**config.mk**
```make
export PLATFORM = sky130hd
export DESIGN_NAME = sadtc_ctrl
export DESIGN_NICKNAME = d
export VERILOG_FILES = /design/src/hdl/sadtc_pkg.sv /design/src/hdl/sadtc_ctrl.sv
export SDC_FILE = /design/constraint.sdc
export NUM_CORES = 1
export LEC_CHECK = 0
export BUFFER_PORTS_ARGS = -buffer_cell sky130_fd_sc_hd__buf_4
export CORE_MARGIN = 2
export CORE_UTILIZATION = 25
export CTS_BUF_LIST = sky130_fd_sc_hd__clkbuf_8 sky130_fd_sc_hd__clkbuf_16
export CTS_CLUSTER_SIZE = 20
export DETAILED_ROUTE_END_ITERATION = 8
export MAX_ROUTING_LAYER = met4
export SLEW_MARGIN = 20
export SYNTH_ARGS = -nofsm -noshare
export SYNTH_HDL_FRONTEND = slang
export SYNTH_SLANG_ARGS = --single-unit
```
**constraint.sdc**
```tcl
create_clock -name clk -period 3.6 [get_ports clk]
set_input_delay 0.72 -clock clk [delete_from_list [all_inputs] [get_ports clk]]
set_output_delay 0.72 -clock clk [all_outputs]
set_load 0.01 [all_outputs]
```
**src/hdl/sadtc_pkg.sv**
```systemverilog
/*
  Shared constants and types of the converter control and DMA data block.
  Assumes a 32-bit register bus with byte addresses and a single clock.
*/
package sadtc_pkg;

  // Register byte offsets
  localparam logic [6:0] SADTC_DMAWORD_OFS = 7'h50;
  localparam logic [6:0] SADTC_ACTL_OFS    = 7'h5C;
  localparam logic [6:0] SADTC_CTL_OFS     = 7'h60;
  localparam logic [6:0] SADTC_STAT_OFS    = 7'h78;
  localparam logic [6:0] SADTC_MASK_OFS    = 7'h7C;

  // Values after reset
  localparam logic [31:0] SADTC_ACTL_RST = 32'h0000_0000;
  localparam logic [31:0] SADTC_CTL_RST  = 32'h0000_0000;
  localparam logic [31:0] SADTC_WORD_RST = 32'h0000_0000;
  localparam logic [2:0]  SADTC_IRQ_RST  = 3'h0;

  // Writable bits; all others read as zero
  localparam logic [31:0] SADTC_ACTL_WMASK = 32'h0004_0001;
  localparam logic [31:0] SADTC_CTL_WMASK  = 32'h0000_0BFF;

  // Field positions and the monitor word width
  localparam int SADTC_VREF_BIT = 18;
  localparam int SADTC_SE_BIT   = 0;
  localparam int SADTC_MON_W    = 18;

  // Interrupt status bits
  localparam int SADTC_IRQ_END  = 0;
  localparam int SADTC_IRQ_OVR  = 1;
  localparam int SADTC_IRQ_TRIG = 2;

  // Start pin stability, in clock cycles
  localparam logic [3:0] SADTC_LEVEL_CYC = 4'h8;
  localparam logic [3:0] SADTC_EDGE_CYC  = 4'h4;

  // Trigger source: external start pin
  localparam logic [1:0] SADTC_SRC_PIN = 2'h0;

  typedef enum logic [1:0] {
    SADTC_SINGLE, SADTC_RSVD, SADTC_SCAN1, SADTC_SCANC
  } sadtc_mode_t;

  typedef enum logic [1:0] {
    SADTC_LOW, SADTC_HIGH, SADTC_FALL, SADTC_RISE
  } sadtc_cond_t;

  // Control register layout
  typedef struct packed {
    logic [19:0] rsvdHi;
    logic        start;
    logic        rsvd10;
    logic        dmaEn;
    logic        hwEn;
    sadtc_cond_t trigCond;
    logic [1:0]  trigSel;
    sadtc_mode_t mode;
    logic        irqEn;
    logic        adcEn;
  } sadtc_ctl_t;

  // Result register content from the converter core
  typedef struct packed {
    logic        valid;
    logic        ov;
    logic [11:0] result;
  } sadtc_result_t;

endpackage

```
**src/hdl/sadtc_ctrl.sv**
```systemverilog
/*
  Control and DMA data path of a SAR converter: start bit in every mode,
  start pin trigger, DMA request and monitor word, reference select and
  an interrupt status/mask pair.
  Assumes an Avalon-MM master, a converter core and a DMA controller,
  all on clk; only the start pin comes from outside the clock domain.
*/
// Our own choice: the Avalon-MM slave port.
module sadtc_ctrl
  import sadtc_pkg::*;
(
  // Clock and reset
  input  wire logic          clk,
  input  wire logic          reset,
  // Avalon-MM register slave
  input  wire logic [6:0]    avsAddress,
  input  wire logic          avsRead,
  input  wire logic          avsWrite,
  input  wire logic [3:0]    avsByteEnable,
  input  wire logic [31:0]   avsWriteData,
  output logic      [31:0]   avsReadData,
  output logic               avsWaitRequest,
  // Converter core
  input  wire logic          convDone,
  input  wire sadtc_result_t convResult,
  input  wire logic          cycleDone,
  output logic               convRun,
  output logic               adcEnable,
  output sadtc_mode_t        operating_mode_field,
  output logic               refMicBias,
  output logic               singleEnded,
  // External start pin
  input  wire logic          extStartPin,
  // DMA controller
  input  wire logic          dmaWord32,
  input  wire logic          dmaAck,
  output logic               dmaReq,
  output logic      [31:0]   dmaData,
  // Interrupt
  output logic               irq
);

  // Merge byte-enabled write data into the writable bits
  function automatic logic [31:0] sadtcMerge(input logic [31:0] old,
    input logic [31:0] wd, input logic [3:0] be, input logic [31:0] wm);
    logic [31:0] m;
    m = 32'h0000_0000;
    for (int i = 0; i < 4; i++) begin
      m[8*i +: 8] = {8{be[i]}};
    end
    m = m & wm;
    return (old & ~m) | (wd & m);
  endfunction

  sadtc_ctl_t  ctl_reg;
  sadtc_ctl_t  ctl_next;
  logic [31:0] actl_reg;
  logic [31:0] word_reg;
  logic        dmaReq_reg;
  logic [2:0]  stat_reg;
  logic [2:0]  stat_next;
  logic [2:0]  mask_reg;
  logic        irq_reg;
  logic        wait_reg;
  logic [31:0] rdata_reg;
  logic [2:0]  pinSync_reg;
  logic        pinLevel_reg;
  logic [3:0]  stable_reg;
  logic        startNext;

  // Bus decode
  wire        reqValid  = avsRead | avsWrite;
  wire        accept    = reqValid & ~wait_reg;
  wire        wrAccept  = avsWrite & accept;
  wire        hitWord   = avsAddress == SADTC_DMAWORD_OFS;
  wire        hitActl   = avsAddress == SADTC_ACTL_OFS;
  wire        hitCtl    = avsAddress == SADTC_CTL_OFS;
  wire        hitStat   = avsAddress == SADTC_STAT_OFS;
  wire        hitMask   = avsAddress == SADTC_MASK_OFS;
  wire        wrCtl     = wrAccept & hitCtl;
  wire        wrActl    = wrAccept & hitActl;
  wire        wrStat    = wrAccept & hitStat;
  wire        wrMask    = wrAccept & hitMask;
  wire        swStart   = wrCtl & avsByteEnable[1];
  wire [31:0] ctlMerged = sadtcMerge(ctl_reg, avsWriteData, avsByteEnable,
                                     SADTC_CTL_WMASK);
  wire [31:0] maskMerged = sadtcMerge({29'h0, mask_reg}, avsWriteData,
                                      avsByteEnable, 32'h0000_0007);
  wire [2:0]  statClr   = (wrStat & avsByteEnable[0]) ? avsWriteData[2:0] : 3'h0;

  // side-effect-free monitor
  // Monitor word shows only the low 18 bits
  wire [SADTC_MON_W-1:0] monWord = word_reg[SADTC_MON_W-1:0];

  // Read data selection; unmapped addresses read zero
  wire [31:0] rdMux =
    hitWord ? {14'h0, monWord} :
    hitActl ? actl_reg :
    hitCtl  ? ctl_reg :
    hitStat ? {29'h0, stat_reg} :
    hitMask ? {29'h0, mask_reg} : 32'h0000_0000;

  // Bus handshake: one wait cycle, read data captured before release
  always_ff @(posedge clk) begin
    if (reset) begin
      wait_reg  <= 1'h1;
      rdata_reg <= 32'h0000_0000;
    end else begin
      wait_reg <= ~(reqValid & wait_reg);
      if (avsRead & wait_reg) begin
        rdata_reg <= rdMux;
      end
    end
  end

  // Start pin synchroniser; the level moves once stages two and three agree
  wire pinAgree  = pinSync_reg[1] == pinSync_reg[2];
  wire pinChange = pinAgree & (pinSync_reg[2] != pinLevel_reg);
  always_ff @(posedge clk) begin
    if (reset) begin
      pinSync_reg  <= 3'h0;
      pinLevel_reg <= 1'h0;
      stable_reg   <= 4'h0;
    end else begin
      pinSync_reg <= {pinSync_reg[1:0], extStartPin};
      if (pinChange) begin
        pinLevel_reg <= pinSync_reg[2];
        stable_reg   <= 4'h1;
      end else if (stable_reg != SADTC_LEVEL_CYC) begin
        stable_reg <= stable_reg + 4'h1;
      end
    end
  end

  // Trigger condition; edges need the old level held long enough
  wire edgeOk  = pinChange & (stable_reg >= SADTC_EDGE_CYC);
  wire levelOk = stable_reg == SADTC_LEVEL_CYC;
  wire pinEvent =
    (ctl_reg.trigCond == SADTC_LOW)  ? levelOk & ~pinLevel_reg :
    (ctl_reg.trigCond == SADTC_HIGH) ? levelOk & pinLevel_reg :
    (ctl_reg.trigCond == SADTC_FALL) ? edgeOk & ~pinSync_reg[2] :
                                       edgeOk & pinSync_reg[2];

  wire hwFire = ctl_reg.hwEn & (ctl_reg.mode == SADTC_SCAN1) &
                (ctl_reg.trigSel == SADTC_SRC_PIN) & pinEvent;

  wire autoStop = cycleDone & ctl_reg.start &
                  ((ctl_reg.mode == SADTC_SINGLE) | (ctl_reg.mode == SADTC_SCAN1));

  // Start bit: end of pass clears in single and single-cycle scan modes, software writes, hardware set wins
  always_comb begin
    startNext = ctl_reg.start;
    if (autoStop) begin
      startNext = 1'h0;
    end
    if (swStart) begin
      startNext = ctlMerged[11];
    end
    if (hwFire) begin
      startNext = 1'h1;
    end
  end

  // control next value, reserved bits masked
  always_comb begin
    ctl_next       = wrCtl ? sadtc_ctl_t'(ctlMerged) : ctl_reg;
    ctl_next.start = startNext;
  end

  // Control and analog setup registers
  always_ff @(posedge clk) begin
    if (reset) begin
      ctl_reg  <= sadtc_ctl_t'(SADTC_CTL_RST);
      actl_reg <= SADTC_ACTL_RST;
    end else begin
      ctl_reg <= ctl_next;
      if (wrActl) begin
        actl_reg <= sadtcMerge(actl_reg, avsWriteData, avsByteEnable,
                               SADTC_ACTL_WMASK);
      end
    end
  end

  wire        loadDma  = convDone & ctl_reg.dmaEn;
  wire [31:0] fmtWord  = dmaWord32 ?
    {14'h0, convResult.valid, convResult.ov, 4'h0, convResult.result} :
    {20'h0, convResult.result};
  wire        dmaOvr   = loadDma & dmaReq_reg & ~dmaAck;

  // DMA word and request; a new load wins over the ack
  always_ff @(posedge clk) begin
    if (reset) begin
      word_reg   <= SADTC_WORD_RST;
      dmaReq_reg <= 1'h0;
    end else begin
      if (loadDma) begin
        word_reg <= fmtWord;
      end
      dmaReq_reg <= loadDma | (dmaReq_reg & ~dmaAck);
    end
  end

  // Sticky events; a set in the clearing cycle wins
  wire [2:0] events = {hwFire, dmaOvr, cycleDone};
  wire [2:0] irqGate = {2'h3, ctl_reg.irqEn};
  assign stat_next = (stat_reg & ~statClr) | events;

  always_ff @(posedge clk) begin
    if (reset) begin
      stat_reg <= SADTC_IRQ_RST;
      mask_reg <= SADTC_IRQ_RST;
      irq_reg  <= 1'h0;
    end else begin
      stat_reg <= stat_next;
      if (wrMask) begin
        mask_reg <= maskMerged[2:0];
      end
      irq_reg <= |(stat_reg & mask_reg & irqGate);
    end
  end

  // Outputs straight from registers
  assign avsReadData    = rdata_reg;
  assign avsWaitRequest = wait_reg;
  assign convRun        = ctl_reg.start;
  assign adcEnable      = ctl_reg.adcEn;
  assign operating_mode_field         = ctl_reg.mode;
  assign refMicBias     = actl_reg[SADTC_VREF_BIT];
  assign singleEnded    = actl_reg[SADTC_SE_BIT];
  assign dmaReq         = dmaReq_reg;
  assign dmaData        = word_reg;
  assign irq            = irq_reg;

  // Assertion helpers
  wire rdWord = avsRead & accept & hitWord;
  wire wrVref = wrActl & avsByteEnable[2];
  wire [1:0] resFlags = {convResult.valid, convResult.ov};

  AST_MONITOR: assert property (@(posedge clk) disable iff (reset)
    rdWord & ~$past(loadDma) |-> avsReadData == {14'h0, monWord})
    else $error("monitor read mismatch");

  AST_WORD32: assert property (@(posedge clk) disable iff (reset)
    loadDma & dmaWord32 |=> dmaReq &&
      dmaData == {14'h0, $past(resFlags), 4'h0, $past(convResult.result)})
    else $error("32-bit DMA word lacks flags");

  AST_WORD16: assert property (@(posedge clk) disable iff (reset)
    loadDma & ~dmaWord32 |=> dmaData == {20'h0, $past(convResult.result)} && dmaReq)
    else $error("16-bit DMA word carries extra bits");

  AST_NOSIDE: assert property (@(posedge clk) disable iff (reset)
    rdWord & ~loadDma & ~dmaAck |=> $stable(dmaData) && $stable(dmaReq))
    else $error("monitor read disturbed DMA");

  AST_VREF: assert property (@(posedge clk) disable iff (reset)
    wrVref |=> refMicBias == $past(avsWriteData[SADTC_VREF_BIT]))
    else $error("reference select not written");

  AST_STOP: assert property (@(posedge clk) disable iff (reset)
    swStart & ~avsWriteData[11] & ~hwFire |=> ~convRun)
    else $error("software stop ignored");

  AST_AUTO: assert property (@(posedge clk) disable iff (reset)
    autoStop & ~swStart & ~hwFire |=>
      ~convRun ##1 (~convRun | $past(swStart) | $past(hwFire)))
    else $error("start bit not cleared at end of pass");

  AST_CONT: assert property (@(posedge clk) disable iff (reset)
    convRun & (operating_mode_field == SADTC_SCANC) & ~swStart |=> convRun)
    else $error("continuous scan stopped");

  AST_DMAREQ: assert property (@(posedge clk) disable iff (reset)
    convDone & ctl_reg.dmaEn |=> dmaReq)
    else $error("no DMA request after result load");

  AST_HWGATE: assert property (@(posedge clk) disable iff (reset)
    ~convRun & ~swStart & (~ctl_reg.hwEn | (operating_mode_field != SADTC_SCAN1)) |=> ~convRun)
    else $error("hardware start while gated");

  AST_TRIG: assert property (@(posedge clk) disable iff (reset)
    hwFire |=> convRun && stat_reg[SADTC_IRQ_TRIG])
    else $error("trigger event did not start");

  AST_IRQEN: assert property (@(posedge clk) disable iff (reset)
    ~ctl_reg.irqEn & (mask_reg[2:1] == 2'h0) |=> ~irq)
    else $error("conversion irq while disabled");

  AST_RSVD: assert property (@(posedge clk) disable iff (reset)
    avsRead & accept & hitCtl |-> avsReadData[31:12] == 20'h0 && ~avsReadData[10])
    else $error("reserved control bits read nonzero");

  AST_MONZERO: assert property (@(posedge clk) disable iff (reset)
    rdWord |-> avsReadData[31:18] == 14'h0)
    else $error("monitor upper bits nonzero");

  AST_MIC_BIAS_OUTPUT: assert property (@(posedge clk) disable iff (reset)
    wrVref & avsWriteData[SADTC_VREF_BIT] |=> refMicBias)
    else $error("mic bias reference not selected");

  AST_SWSTART: assert property (@(posedge clk) disable iff (reset)
    swStart & avsWriteData[11] |=> convRun)
    else $error("software start ignored");

  AST_SETSRC: assert property (@(posedge clk) disable iff (reset)
    $rose(convRun) |-> $past(swStart) || $past(hwFire))
    else $error("start bit set without a source");

  AST_HOLDREQ: assert property (@(posedge clk) disable iff (reset)
    dmaReq & ~dmaAck |=> dmaReq)
    else $error("DMA request dropped before ack");

  AST_MODEFLD: assert property (@(posedge clk) disable iff (reset)
    wrCtl & avsByteEnable[0] |=> operating_mode_field == $past(avsWriteData[3:2]))
    else $error("mode field not written");

  AST_IRQON: assert property (@(posedge clk) disable iff (reset)
    ctl_reg.irqEn & mask_reg[0] & stat_reg[0] |=> irq)
    else $error("enabled conversion irq missing");

endmodule

```
==> flow_metrics.tcl <==
set metrics [dict create \
    status "complete, no violations" \
    die_h_um 112 \
    placed_cell_area_um2 3470 \
    synth_top_area_share_pct 40.8 \
    pin_count 139 \
    first_pass_iters 4 \
    finalWeightedCongestion 0.861 \
    cp.required_ns 3.80 \
    yosysWarnings 0 \
    root_buffer "clkbuf_16" \
    period_needed_ns 2.11 \
    fin_nets 482 \
    syn_area_per_cell_um2 8.49 \
    core_area_um2 11400 \
    initial_utilization_pct 25.5 \
    power_density_nw_per_um2 417 \
    cp-end-kind "flop" \
    synth_area_um2 2900 \
    hold_slack_ns 0.443 \
    path_max_fanout 11 \
    antenna_cells 0 \
    cp-start-kind "primary input" \
    ir_drop_mv 0.247 \
    ys_top_cells_by_count "dfxtp_1 (59), nand2_1 (45), buf_4 (37)" \
    finalHoldViolations 0 \
    arrival_ns 2.31 \
    grt_usage_pct 13.2 \
    portBuffers 82 \
    vias_per_cell 4.59 \
    synthCells 341 \
    drc_errors 0 \
    relSlewSlack_pct 47.1 \
    ys_seq_area_share_pct 40.8 \
    setup_violations 0 \
    wl_um 7940 \
    finClkSkew_ns 0.00379 \
    worstMarginPinSlew_ns 0.793 \
    synth_most_common_cell "dfxtp_1" \
    die_area_um2 12500 \
    max_freq_ghz 0.474 \
    vias 2581 \
    leakagePower_nw 1.61 \
    first_iter_violations 105 \
    final_cells 562 \
    yosysTopAreaCell "dfxtp_1" \
    critical_path_class "in2reg" \
    ys_ff_latch 59 \
    cts_tree "yes" \
    synthTopCellsByArea "dfxtp_1 (41%), buf_4 (9.6%), nand2_1 (5.8%)" \
    clkTransAtPathRegs_ns 0.05 \
    drive_gt1_share_pct 25.1 \
    p_total_mw 1.56 \
    rows 39 \
    post_cts_buffers 0 \
    grt_max_degree 30 \
    area_delta_synth_final_pct 29.2 \
    cts_htree_levels 3 \
    antenna_found_initial 0 \
    overflow 0 \
    dp.cells 546 \
    dpl.hpwl_um 6050 \
    synth_ff_type "dfxtp_1" \
    clock_path_buffers 2 \
    yosys.cell_types.count 50 \
    synth-edff-count 0 \
    ctsHoldBuffers 0 \
    fp.dieW_um 112 \
    fin_crit_sh_pct 58.6 \
    hold_class "reg2reg" \
    cts_resized 0 \
    drv_cap 0 \
    synth-async-reset-ratio_pct 0 \
    tns_ns 0 \
    drtAntennaViolNets 0 \
    cts_made_buffers 9 \
    cts.sinks 59 \
    maxSlewViolCount 0 \
    wire_per_inst_um 14.1 \
    fin_area_um2 3740 \
    clk_latency_ns 0.32 \
    grt_pass1_vias 2566 \
    grt_pass1_wl_um 12700 \
    rsz0062_at_grt "no" \
]
-- worst max-delay path, stage by stage --
cell     delay [ns]
buf_4          0.15
nor2b_1        0.60
nand4_2        0.49
mux2i_1        0.29
nor2_1         0.06
-- per-stage QoR --
stage               worst slack, ns  utilization [%]
floorplan                      1.61                -
global placement               1.19             30.5
detailed placement             1.17             30.5
CTS                            1.51             32.9
global route                   1.38             32.9
finish                         1.49             32.9
-- logic make-up (layout without fill, tap and decap cells) --
group | Yosys count | count (layout) | synth area share, %
AOI/OAI and AO/OA | 65 | 65 | 13.7
adders and majority gates | 2 | 2 | 0.864
muxes | 17 | 17 | 5.92
and+or+nand+nor | 132 | 132 | 24.1
buffers and inverters | 60 | 104 | 13.0
other | 1 | 35 | 0.129
DFF | 59 | 59 | 40.8
xor gates and xnor gates | 5 | 5 | 1.51
-- path summary, 6_finish.rpt --
path	start	end	slack, ns	depth (start not counted)
worst max-delay path	avsAddress[4]	flop	1.49	5
worst max register to register	avsWaitRequest$_SDFF_PP1_	flop	1.98	4
worst min register to register	pinSync_reg[0]$_SDFF_PP0_	pinSync_reg[1]$_SDFF_PP0_	0.44	1
worst min-delay path	pinSync_reg[0]$_SDFF_PP0_	pinSync_reg[1]$_SDFF_PP0_	0.44	1
-- layout by cell type (no fill, tap or decap), drive strengths merged, types with 2 or more instances in the layout --
cell type  count
and3b          2
and2           5
nor2          21
buf           83
nand4          6
o32ai          2
o21ai          8
inv            8
clkinv         2
nor2b          5
a22oi         12
a21oi         32
conb          35
a31oi          3
nor3           6
dfxtp         59
mux2i         16
nand3b         4
xor2           4
clkbuf        11
nand2b         2
o2111ai        2
nor4           2
nand2         46
or3            8
and3           5
nand3         13
ha             2
-- report_power, final --
group | internal, mW | switching [mW]
logic | 0.0501 | 0.0727
clock network | 0.492 | 0.278
registers | 0.661 | 0.00685
total | 1.20 | 0.358
-- metal layers --
metal	track usage [%]	up-vias	share of wire, %
met4	4.94	0	1.7
met1	16.0	1202	46
met5	-	-	0
met3	3.21	15	5.1
met2	21.2	98	47
li1	-	1266	-
-- area by class of cell --
| class | count | area, um^2 |
|---|---|---|
| inverters | 5 | 18.8 |
| fillers | 1211 | 7630 |
| repair buffers | 83 | 623 |
| flip-flops and latches | 59 | 1180 |
| multi-input cells | 256 | 1470 |
| well taps | 143 | 179 |
| clock buffers | 11 | 253 |
| clock inverters | 5 | 21.3 |
Note: power is estimated with default switching activity, not from simulation.
